==> config.mk <==
export PLATFORM = sky130hd
export DESIGN_NAME = acs_sequencer
export DESIGN_NICKNAME = d
export VERILOG_FILES = /design/src/acs_pkg.sv /design/src/acs_clk_div.sv /design/src/acs_ext_sync.sv /design/src/acs_sequencer.sv
export SDC_FILE = /design/constraint.sdc
export NUM_CORES = 1
export LEC_CHECK = 0
export BUFFER_PORTS_ARGS = -buffer_cell sky130_fd_sc_hd__buf_2
export CAP_MARGIN = 20
export CORE_MARGIN = 2
export CORE_UTILIZATION = 40
export CTS_CLUSTER_DIAMETER = 80
export DETAILED_ROUTE_END_ITERATION = 12
export SLEW_MARGIN = 0
export SYNTH_ARGS = -nofsm -noshare
export SYNTH_HDL_FRONTEND = slang
export SYNTH_SLANG_ARGS = --single-unit
==> constraint.sdc <==
create_clock -name mclk -period 3.35 [get_ports mclk]
set_clock_uncertainty 0.1 [all_clocks]
set_input_delay 0.5025 -clock mclk [delete_from_list [all_inputs] [get_ports mclk]]
set_output_delay 0.5025 -clock mclk [all_outputs]
set_load 0.03 [all_outputs]
==> src/acs_pkg.sv <==
// Shared constants, types and register map of the conversion sequencer
package acs_pkg;

  // ----------------------------------------------------------------
  // Timing
  // ----------------------------------------------------------------
  localparam int unsigned MCLK_MHZ = 250;
  localparam int unsigned MIN_PERIOD_NS = 10000;
  localparam int unsigned MIN_PERIOD_CYC = (MIN_PERIOD_NS * MCLK_MHZ) / 1000;
  localparam logic [11:0] GAP_LOAD = 12'(MIN_PERIOD_CYC - 1);
  localparam logic [1:0] TRACK_LAST = 2'h2;
  localparam logic [3:0] CONV_CLKS_DEF = 4'hB;

  // ----------------------------------------------------------------
  // Register map
  // ----------------------------------------------------------------
  localparam int unsigned ADDR_W = 4;
  localparam logic [3:0] OFS_CTRL = 4'h0;
  localparam logic [3:0] OFS_CONFIG = 4'h1;
  localparam logic [3:0] OFS_RES_HIGH = 4'h2;
  localparam logic [3:0] OFS_RES_LOW = 4'h3;
  localparam logic [3:0] OFS_IRQ_STATUS = 4'h4;
  localparam logic [3:0] OFS_IRQ_CLEAR = 4'h5;
  localparam logic [3:0] OFS_IRQ_ENABLE = 4'h6;

  localparam logic [7:0] CTRL_RESET = 8'h00;
  localparam logic [7:0] CONFIG_RESET = 8'hF8;
  localparam int unsigned CTRL_BUSY_BIT = 4;
  localparam int unsigned CONFIG_DIV_LSB = 3;
  localparam int unsigned DIV_W = 5;

  localparam int unsigned STAT_W = 2;
  localparam int unsigned STAT_DONE_BIT = 0;
  localparam int unsigned STAT_OVERRUN_BIT = 1;

  localparam int unsigned RES_W = 10;

  // ----------------------------------------------------------------
  // Types
  // ----------------------------------------------------------------
  typedef enum logic [1:0] {
    SM_SOFTWARE = 2'h0,
    SM_TIMER3 = 2'h1,
    SM_EXT_PIN = 2'h2,
    SM_TIMER2 = 2'h3
  } acs_start_mode_t;

  typedef enum logic [2:0] {
    ST_IDLE = 3'h1,
    ST_TRACK = 3'h2,
    ST_CONV = 3'h4
  } acs_state_t;

  typedef struct packed {
    logic converter_enable;
    logic track_mode;
    logic conv_done_flag;
    logic conv_busy;
    acs_start_mode_t start_mode;
    logic window_match_flag;
    logic left_justify;
  } acs_ctrl_t;

  typedef struct packed {
    logic [ADDR_W-1:0] addr;
    logic [7:0] wdata;
    logic wr;
    logic rd;
  } acs_req_t;

endpackage : acs_pkg

==> src/acs_clk_div.sv <==
// Conversion clock divider producing one-cycle ticks
`timescale 1ns/100ps
module acs_clk_div #(
  parameter int unsigned DIV_W = 5
) (
  // Clock and reset
  input wire logic mclk,
  input wire logic reset,
  // Divider setting and tick
  input wire logic [DIV_W-1:0] div,
  output logic tick
);

  logic [DIV_W-1:0] cnt;

  // ----------------------------------------------------------------
  // Divide by div plus one
  // ----------------------------------------------------------------
  always_ff @(posedge mclk) begin
    if (reset) begin
      cnt <= '0;
      tick <= 1'b0;
    end else if (cnt == '0) begin
      cnt <= div;
      tick <= 1'b1;
    end else begin
      cnt <= cnt - 1'b1;
      tick <= 1'b0;
    end
  end

endmodule : acs_clk_div

==> src/acs_ext_sync.sv <==
// Synchroniser and rising edge detector for the external start pin
`timescale 1ns/100ps
module acs_ext_sync (
  // Clock and reset
  input wire logic mclk,
  input wire logic reset,
  // Pin in, clean level and edge out
  input wire logic pin,
  output logic level,
  output logic rise
);

  logic s1;
  logic s2;
  logic s3;

  // ----------------------------------------------------------------
  // Three stage chain
  // ----------------------------------------------------------------
  always_ff @(posedge mclk) begin
    if (reset) begin
      s1 <= 1'b0;
      s2 <= 1'b0;
      s3 <= 1'b0;
    end else begin
      s1 <= pin;
      s2 <= s1;
      s3 <= s2;
    end
  end

  // ----------------------------------------------------------------
  // Level changes once stages two and three agree
  // ----------------------------------------------------------------
  always_ff @(posedge mclk) begin
    if (reset) begin
      level <= 1'b0;
      rise <= 1'b0;
    end else begin
      if (s2 == s3) begin
        level <= s3;
      end
      rise <= (s2 == s3) && s3 && !level;
    end
  end

  chk_rise_agreed: assert property (@(posedge mclk) disable iff (reset)
    rise |-> level && $past(s3) && $past(s2))
    else $error("pin edge reported without agreement");

endmodule : acs_ext_sync

==> src/acs_sequencer.sv <==
// Conversion sequencer: start select, tracking, busy, result, registers
`timescale 1ns/100ps
module acs_sequencer #(
  parameter logic [3:0] CONV_CLKS = acs_pkg::CONV_CLKS_DEF
) (
  // Clock and reset
  input wire logic mclk,
  input wire logic reset,
  // Register port
  input wire acs_pkg::acs_req_t req,
  output logic [7:0] rdata,
  // Start sources and standby
  input wire logic timer3_ovf,
  input wire logic timer2_ovf,
  input wire logic ext_conv_start,
  input wire logic chip_standby,
  // Analog core
  input wire logic [acs_pkg::RES_W-1:0] ana_result,
  output logic analog_power,
  output logic track_en,
  output logic hold_convert,
  // Interrupt
  output logic irq
);

  // ----------------------------------------------------------------
  // Declarations
  // ----------------------------------------------------------------
  acs_pkg::acs_ctrl_t ctrl;
  acs_pkg::acs_ctrl_t wctrl;
  acs_pkg::acs_state_t state;
  acs_pkg::acs_state_t next_state;
  logic [7:0] config_reg;
  logic [acs_pkg::RES_W-1:0] result;
  logic [acs_pkg::STAT_W-1:0] status;
  logic [acs_pkg::STAT_W-1:0] irq_en;
  logic [1:0] track_cnt;
  logic [3:0] conv_cnt;
  logic [11:0] gap_cnt;
  logic sar_tick;
  logic ext_level;
  logic ext_rise;
  logic busy;
  logic ctrl_wr;
  logic sw_start;
  logic start_evt;
  logic accept;
  logic overrun;
  logic conv_end;
  logic lp_ext;
  logic [15:0] just_word;

  // ----------------------------------------------------------------
  // Helpers
  // ----------------------------------------------------------------
  function automatic logic [15:0] justify(
    input logic [acs_pkg::RES_W-1:0] r,
    input logic left
  );
    logic [15:0] w;
    w = 16'h0000;
    if (left) begin
      w[15:6] = r;
    end else begin
      w[9:0] = r;
    end
    return w;
  endfunction : justify

  function automatic logic is_addr(
    input logic [acs_pkg::ADDR_W-1:0] a,
    input logic [acs_pkg::ADDR_W-1:0] ofs
  );
    return a == ofs;
  endfunction : is_addr

  // ----------------------------------------------------------------
  // Sub blocks
  // ----------------------------------------------------------------
  acs_clk_div #(
    .DIV_W(acs_pkg::DIV_W)
  ) u_div (
    .mclk(mclk),
    .reset(reset),
    .div(config_reg[acs_pkg::CONFIG_DIV_LSB +: acs_pkg::DIV_W]),
    .tick(sar_tick)
  );

  acs_ext_sync u_sync (
    .mclk(mclk),
    .reset(reset),
    .pin(ext_conv_start),
    .level(ext_level),
    .rise(ext_rise)
  );

  // ----------------------------------------------------------------
  // Start selection
  // ----------------------------------------------------------------
  assign wctrl = acs_pkg::acs_ctrl_t'(req.wdata);
  assign ctrl_wr = req.wr && is_addr(req.addr, acs_pkg::OFS_CTRL);
  assign sw_start = ctrl_wr && wctrl.conv_busy;
  assign busy = state != acs_pkg::ST_IDLE;
  assign lp_ext = ctrl.track_mode && (ctrl.start_mode == acs_pkg::SM_EXT_PIN);

  always_comb begin
    case (ctrl.start_mode)
      acs_pkg::SM_SOFTWARE: start_evt = sw_start;
      acs_pkg::SM_TIMER3: start_evt = timer3_ovf;
      acs_pkg::SM_EXT_PIN: start_evt = ext_rise;
      acs_pkg::SM_TIMER2: start_evt = timer2_ovf;
      default: start_evt = 1'b0;
    endcase
  end

  assign accept = start_evt && ctrl.converter_enable && !busy
    && (gap_cnt == 12'h000);
  assign overrun = start_evt && ctrl.converter_enable && !accept;

  // ----------------------------------------------------------------
  // Throughput gate
  // ----------------------------------------------------------------
  always_ff @(posedge mclk) begin
    if (reset) begin
      gap_cnt <= 12'h000;
    end else if (accept) begin
      gap_cnt <= acs_pkg::GAP_LOAD;
    end else if (gap_cnt != 12'h000) begin
      gap_cnt <= gap_cnt - 12'h001;
    end
  end

  // ----------------------------------------------------------------
  // Sequence state machine
  // ----------------------------------------------------------------
  assign conv_end = (state == acs_pkg::ST_CONV) && sar_tick
    && (conv_cnt == CONV_CLKS - 4'h1) && ctrl.converter_enable;

  always_comb begin
    next_state = state;
    case (state)
      acs_pkg::ST_IDLE: begin
        if (accept) begin
          if (ctrl.track_mode && !lp_ext) begin
            next_state = acs_pkg::ST_TRACK;
          end else begin
            next_state = acs_pkg::ST_CONV;
          end
        end
      end
      acs_pkg::ST_TRACK: begin
        if (sar_tick && track_cnt == acs_pkg::TRACK_LAST) begin
          next_state = acs_pkg::ST_CONV;
        end
      end
      acs_pkg::ST_CONV: begin
        if (conv_end) begin
          next_state = acs_pkg::ST_IDLE;
        end
      end
      default: next_state = acs_pkg::ST_IDLE;
    endcase
    if (!ctrl.converter_enable) begin
      next_state = acs_pkg::ST_IDLE;
    end
  end

  always_ff @(posedge mclk) begin
    if (reset) begin
      state <= acs_pkg::ST_IDLE;
    end else begin
      state <= next_state;
    end
  end

  always_ff @(posedge mclk) begin
    if (reset) begin
      track_cnt <= 2'h0;
    end else if (state != acs_pkg::ST_TRACK) begin
      track_cnt <= 2'h0;
    end else if (sar_tick) begin
      track_cnt <= track_cnt + 2'h1;
    end
  end

  always_ff @(posedge mclk) begin
    if (reset) begin
      conv_cnt <= 4'h0;
    end else if (state != acs_pkg::ST_CONV) begin
      conv_cnt <= 4'h0;
    end else if (sar_tick) begin
      conv_cnt <= conv_cnt + 4'h1;
    end
  end

  // ----------------------------------------------------------------
  // Analog core controls
  // ----------------------------------------------------------------
  always_comb begin
    track_en = 1'b0;
    if (ctrl.converter_enable && !chip_standby) begin
      if (state == acs_pkg::ST_TRACK) begin
        track_en = 1'b1;
      end else if (state == acs_pkg::ST_IDLE) begin
        if (!ctrl.track_mode) begin
          track_en = 1'b1;
        end else if (lp_ext) begin
          track_en = !ext_level;
        end
      end
    end
  end

  assign analog_power = ctrl.converter_enable;
  assign hold_convert = state == acs_pkg::ST_CONV;

  // ----------------------------------------------------------------
  // Control and configuration registers
  // ----------------------------------------------------------------
  always_ff @(posedge mclk) begin
    if (reset) begin
      ctrl <= acs_pkg::acs_ctrl_t'(acs_pkg::CTRL_RESET);
    end else begin
      if (ctrl_wr) begin
        ctrl <= wctrl;
      end
      ctrl.conv_busy <= 1'b0;
      if (conv_end) begin
        ctrl.conv_done_flag <= 1'b1;
      end
    end
  end

  always_ff @(posedge mclk) begin
    if (reset) begin
      config_reg <= acs_pkg::CONFIG_RESET;
    end else if (req.wr && is_addr(req.addr, acs_pkg::OFS_CONFIG)) begin
      config_reg <= req.wdata;
    end
  end

  always_ff @(posedge mclk) begin
    if (reset) begin
      result <= '0;
    end else if (conv_end) begin
      result <= ana_result;
    end
  end

  assign just_word = justify(result, ctrl.left_justify);

  // ----------------------------------------------------------------
  // Interrupt status
  // ----------------------------------------------------------------
  always_ff @(posedge mclk) begin
    if (reset) begin
      status <= '0;
    end else begin
      if (req.wr && is_addr(req.addr, acs_pkg::OFS_IRQ_CLEAR)) begin
        status <= status & ~req.wdata[acs_pkg::STAT_W-1:0];
      end
      if (conv_end) begin
        status[acs_pkg::STAT_DONE_BIT] <= 1'b1;
      end
      if (overrun) begin
        status[acs_pkg::STAT_OVERRUN_BIT] <= 1'b1;
      end
    end
  end

  always_ff @(posedge mclk) begin
    if (reset) begin
      irq_en <= '0;
    end else if (req.wr && is_addr(req.addr, acs_pkg::OFS_IRQ_ENABLE)) begin
      irq_en <= req.wdata[acs_pkg::STAT_W-1:0];
    end
  end

  assign irq = |(status & irq_en);

  // ----------------------------------------------------------------
  // Read port
  // ----------------------------------------------------------------
  always_ff @(posedge mclk) begin
    if (reset) begin
      rdata <= 8'h00;
    end else if (req.rd) begin
      case (req.addr)
        acs_pkg::OFS_CTRL: begin
          rdata <= {ctrl.converter_enable, ctrl.track_mode,
            ctrl.conv_done_flag, busy, ctrl.start_mode,
            ctrl.window_match_flag, ctrl.left_justify};
        end
        acs_pkg::OFS_CONFIG: rdata <= config_reg;
        acs_pkg::OFS_RES_HIGH: rdata <= just_word[15:8];
        acs_pkg::OFS_RES_LOW: rdata <= just_word[7:0];
        acs_pkg::OFS_IRQ_STATUS: rdata <= {6'h00, status};
        acs_pkg::OFS_IRQ_ENABLE: rdata <= {6'h00, irq_en};
        default: rdata <= 8'h00;
      endcase
    end else begin
      rdata <= 8'h00;
    end
  end

  // ----------------------------------------------------------------
  // Checks
  // ----------------------------------------------------------------
  chk_mode_timer3: assert property (@(posedge mclk) disable iff (reset)
    (ctrl.start_mode == acs_pkg::SM_TIMER3) && timer3_ovf && !busy
    && ctrl.converter_enable && gap_cnt == 12'h000 |=> busy)
    else $error("timer 3 overflow did not start");

  chk_sw_start: assert property (@(posedge mclk) disable iff (reset)
    (ctrl.start_mode == acs_pkg::SM_SOFTWARE) && sw_start && !busy
    && ctrl.converter_enable && gap_cnt == 12'h000 |=> busy)
    else $error("software start was lost");

  chk_zero_write: assert property (@(posedge mclk) disable iff (reset)
    (ctrl.start_mode == acs_pkg::SM_SOFTWARE) && !busy
    && !(ctrl_wr && wctrl.conv_busy) |=> !busy)
    else $error("conversion began without a start");

  chk_done_fall: assert property (@(posedge mclk) disable iff (reset)
    $fell(busy) && ctrl.converter_enable |-> ctrl.conv_done_flag
    && status[acs_pkg::STAT_DONE_BIT])
    else $error("done flag missing after busy fell");

  chk_irq_raise: assert property (@(posedge mclk) disable iff (reset)
    conv_end && irq_en[acs_pkg::STAT_DONE_BIT] |=> irq)
    else $error("enabled completion gave no interrupt");

  chk_left_just: assert property (@(posedge mclk) disable iff (reset)
    ctrl.left_justify |-> just_word[5:0] == 6'h00
    && just_word[15:6] == result)
    else $error("left justified result misplaced");

  chk_cont_track: assert property (@(posedge mclk) disable iff (reset)
    state == acs_pkg::ST_IDLE && !ctrl.track_mode
    && ctrl.converter_enable && !chip_standby |-> track_en)
    else $error("idle input not tracked");

  chk_track_len: assert property (@(posedge mclk) disable iff (reset)
    state == acs_pkg::ST_TRACK && next_state == acs_pkg::ST_CONV
    |-> track_cnt == 2'h2 && sar_tick)
    else $error("tracking period not three clocks");

  chk_lp_edge: assert property (@(posedge mclk) disable iff (reset)
    lp_ext && accept |=> state == acs_pkg::ST_CONV)
    else $error("pin edge did not convert at once");

  chk_shutdown: assert property (@(posedge mclk) disable iff (reset)
    !ctrl.converter_enable |-> !track_en ##1 state == acs_pkg::ST_IDLE)
    else $error("disabled converter still active");

  chk_rate_gap: assert property (@(posedge mclk) disable iff (reset)
    accept |=> gap_cnt == acs_pkg::GAP_LOAD ##1 !accept)
    else $error("throughput gate not armed");

  chk_standby: assert property (@(posedge mclk) disable iff (reset)
    chip_standby |-> !track_en)
    else $error("tracking during standby");

  chk_busy_ignore: assert property (@(posedge mclk) disable iff (reset)
    start_evt && state == acs_pkg::ST_CONV && !conv_end
    && ctrl.converter_enable |=> state == acs_pkg::ST_CONV
    && status[acs_pkg::STAT_OVERRUN_BIT])
    else $error("start during conversion not ignored");

endmodule : acs_sequencer

After elaboration in Yosys (flattened, before gate mapping) --
Cells that the tools add are included.
Cells by class: $add $sub $neg 4, bitwise logic cells 5, mux-type cells 24, reduce and logical (&&, ||, !) cells 39, equality and inequality tests 21
Operator list (number):
- $pmux W8 S6 | 1
- $mux W12 | 2
- $logic_and A1 B1 Y1 | 18
- $eq A4 B3 Y1 const B | 3
- $logic_not A12 Y1 | 1
- $mux W3 | 4
- $mux W6 | 2
- $reduce_bool A12 Y1 | 1
- $reduce_or A2 Y1 | 6
- $sub A12 B1 Y12 const B | 1
- $mux W1 | 9
- $pmux W3 S3 | 1
- $eq A4 B2 Y1 const B | 2
- $mux W8 | 1
- $reduce_bool A2 Y1 | 4
- $eq A2 B2 Y1 const B | 3
- $logic_not A1 Y1 | 5
- $logic_not A5 Y1 | 1
- $mux W5 | 1
- $sub A5 B1 Y5 const B | 1
- $add A4 B1 Y4 const B | 1
- $and A2 B2 Y2 | 2
- $eq A4 B1 Y1 const B | 1
- $eq A4 B4 Y1 const B | 1
- other kinds (19) | 21
Storage, ports and cells: output and inout bits 12, flip-flop bits (word level) 70, input bits 30, logic and storage cells 118

Logic depth before layout (Yosys ltp) --
depth after elaboration 10, mapped depth 7, gate-level depth less buffers 6

By module --
A second synthesis with hierarchy kept.
Unflattened totals: cells, all modules 349, area, all modules 3168.0 µm²
Modules (own cells, without submodules):
- acs_sequencer | instances 1, cells an instance 310, sequential area each 1161.1 µm², area an instance 2758.9 µm²
- acs_clk_div | instances 1, cells an instance 27, sequential area each 120.1 µm², area an instance 251.5 µm²
- acs_ext_sync | instances 1, cells an instance 12, sequential area each 100.1 µm², area an instance 157.7 µm²

Worst setup path before layout --
OpenSTA, ideal clock, no wires.
path type reg2out, start reg state[0], end out track_en, data required time 2747 ps, buffers on the path 0, stages on the path, launching flop included 5, setup slack 847 ps, arrival 1900 ps, path through dfxtp_1 -> nor2b_1 -> a21boi_0 -> a21oi_1 -> nor4b_1
On the way: cells in the longest elaborated chain, start to end 4, elaborated cells on any way between the ends 5, classes of those cells eq/ne: 2; mux: 3
RTL lines:
- start, declared | RTL line acs_sequencer.sv:31 | acs_pkg::acs_state_t state;
- start signal, assigned | RTL line acs_sequencer.sv:170 | state <= acs_pkg::ST_IDLE;
- start signal, assigned | RTL line acs_sequencer.sv:172 | state <= next_state;
- $eq A3 B1 Y1 | RTL line acs_sequencer.sv:204 | end else if (state == acs_pkg::ST_IDLE) begin
- $mux W1 | RTL line acs_sequencer.sv:204
- $mux W1 (*) | RTL line acs_sequencer.sv:202 | if (state == acs_pkg::ST_TRACK) begin
- $mux W1 (*) | RTL line acs_sequencer.sv:201 | if (ctrl.converter_enable && !chip_standby) begin
- end, declared | RTL line acs_sequencer.sv:20 | output logic track_en,
Every way passes the cells marked *; elsewhere a longest branch is shown, timed or not.

Final worst setup path --
Same ends and word-level chain as after synthesis.

==> out/summary.txt <==
status: completed
Final Max Tran Viols: 0
Fillers: 824
critical path launch point: state[0]
H-tree levels: 3
Die Width: 94.60 um
total CTS buffers: 9
asr flop ratio synth: 0%
initial antenna violation count: 0
RePlAce Congestion: 0.8233
Worst setup EP type: output port
Required @ worst endpoint: 2750 ps
worst path cell trace: nor2b_1 -> a21boi_0 -> a21oi_1 -> nor4b_1 -> buf_2
clk slew on worst S/H paths: 80 ps
Worst VDD drop: 242.1 uV
Comb power frac: 25.2%
Rows: 33
Max Root-Sink Buffers: 2
post-DR vias/cell: 5.363
worst skew pair latency: 340 ps
Seq/Total Area, Yosys: 42.07%
area delta synth->final: 16.04%
iteration-0 DRC count of the detailed router: 117
most frequent cells in the layout: dfxtp_1, nor2_1, buf_2, nand2_1, mux2i_1
main combinational cell family by area after synthesis: simple AND/OR/NAND/NOR gates
Seq cells post-synth: 69
Sink Count: 69
share of cells above drive strength 1: 21.30%
mux cell area share after synthesis: 8.727%
Largest regs: gap_cnt (12), result (10)
Post-CTS Hold Buffers: 0
Die Y: 94.60 um
grt met2 use: 28.21%
FF+latch area: 1381 um^2
met1 Resource Use GR: 23.27%
Avg WL per Cell: 14.64 um
unique cell type count in the Yosys netlist: 64
fin crit share: 74.37%
CP max stage cell: dfxtp_1
internal cell power: 1773 uW
Via Count: 2,703
commonest non-fill, non-tap cell in the layout: dfxtp_1
Critical R2R Launch: u_div.tick
Seq pwr share: 40.1%
Leak: 0.001565 uW
vias in the first global route: 2,567
CP max FO: 5
Gate Count Post-Synth: 356
Hold Fails Final Rpt: 0
xor/xnor share of the synthesized area: 1.867%
Clk pwr share: 34.7%
NetSw: 776.9 uW
Tmin final: 2491 ps
multi-input logic area: 1782 um^2
Gates resized, CTS repair: 0
crit path kind: flop to output port
Most Crowded Layer GR: met2
Setup violations, final: 0
TNS Setup: 0 ps
hold_sp: ext_conv_start
GRT Util Overall: 17.48%
CTS tree: built
Post-synth EDFFs: 0
WP data arrival: 1890 ps
Setup crit start kind: flop
M3 GR Usage: 4.310%
I/O Pins: 42
Compound-Gate Fraction of Synth Area: 15.28%
placed insts: 488
syn_nets: 393
Main synth FF type: dfxtp_1
CP peak stage delay: 410 ps
GRT Residual Overflow: 0
simple-gate area share of the yosys netlist: 25.72%
RSZ-0062 raised after global routing: false
total wire length: 7380 um
die area: 8948 um^2
Least-Margin Pin Slew: 776.3 ps
TritonRoute pass-1 iters: 4
worst hold path type: primary input to flop
Worst slew margin: 48.10%
Mean Syn Cell Area: 9.222 um^2
PD cells: 669.4 nW/um^2
Most flops, register: gap_cnt
mapped cell area: 3283 um^2
Post-DRT Antenna Nets: 0
Sw Ratio: 30.47%
max-cap viol count: 0
# nets final: 431
Yosys warnings: 0
drt drc: 0
Starting Density: 40.57%
clock root buffer: clkbuf_8
first-pass GRT wire length: 12,280 um
setup bufs post-CTS: 0
hpwl dp: 5244 um
number of flip-flops in the largest register: 12
diodes inserted: 0
largest net degree at the start of global routing: 37
PortBufs: 41
core area: 8093 um^2
Max Fclk: 401.4 MHz
post-synthesis adder-cell area fraction: 2.668%
Finished Layout Cells: 504
==> power groups by stage <==
stage          clock (uW)  combinational (uW)  sequential (uW)
2_1_floorplan           0                 544             1010
3_3_place_gp            0                 638             1040
3_5_place_dp            0                 643             1040
4_1_cts               907                 648             1020
5_1_grt               945                 720             1040
6_report              885                 642             1020
==> per-layer routing <==
layer | routed length (um) | share of wire [%]
met5 | 0 | 0
met3 | 260 | 3.5
met2 | 3371 | 46
met1 | 3655 | 50
met4 | 92 | 1.2
==> through the flow <==
stage	setup slack, ps	power (uW)	area [um^2]	hold WS, ps	util [%]
floorplan	847.1	1553	3283	313.8	-
global placement	1250	1675	3548	330.2	43.85
detailed placement	1191	1684	3548	333.5	43.85
CTS	812.0	2578	3810	266.1	47.08
global route	628.7	2708	3810	279.7	47.08
finish	858.6	2550	3810	272.8	47.08
==> cells in the mapped netlist (all sizes together) (2+ instances only) <==
cell type	n	area share, %
a211oi	12	2.9
a21boi	2	0.46
a21oi	16	2.4
a221oi	3	0.99
a22o	2	0.53
a22oi	6	1.4
a311oi	3	0.99
a31oi	5	0.95
and3	5	0.95
and4	3	0.88
buf	8	1.6
clkbuf	7	0.80
dfxtp	69	42
ha	7	2.7
inv	11	1.3
mux2	5	1.7
mux2i	23	7.0
nand2	31	3.5
nand2b	6	1.1
nand3	7	1.1
nand3b	6	1.4
nand4	4	0.95
nor2	47	5.9
nor2b	11	2.1
nor3	9	2.0
nor3b	4	1.2
nor4	2	0.76
o21ai	5	0.76
o31ai	2	0.46
o41ai	3	0.80
or3	5	0.99
or3b	2	0.61
or4	2	0.57
xnor2	5	1.3
xor2	2	0.53
==> final timing paths <==
kind / slack (ps) / cells after the start / to
hold / removal: 270 / 2 / u_sync.s1
setup reg to reg: 1320 / 4 / result[4]
hold reg to reg: 350 / 1 / u_sync.rise
setup / recovery: 860 / 5 / track_en
==> cells by family (layout without fill, tap and decap cells) <==
group,after synthesis,after routing
and+or+nand+nor,150,150
AOI/OAI and AO/OA,69,69
DFF,69,69
muxes,28,28
buffers and inverters,26,69
adders and majority gates,7,7
xor gates and xnor gates,7,7
==> area by class of cell <==
type	instances	area share, %
clock inverter	7	3.612
clock buffer	9	3.251
tap	105	3.448
inverter	11	1.084
timing repair buffer	42	5.583
multi-input combinational	261	46.77
sequential	69	36.26
==> critical path, delay by kind of cell, from the launching register on <==
family,cells,cell delay [ps]
buffers and inverters,1,260
AND/OR/NAND/NOR,2,500
flip-flops,1,410
AO/OA/AOI/OAI,2,380
(Power assumes the default switching activity.)
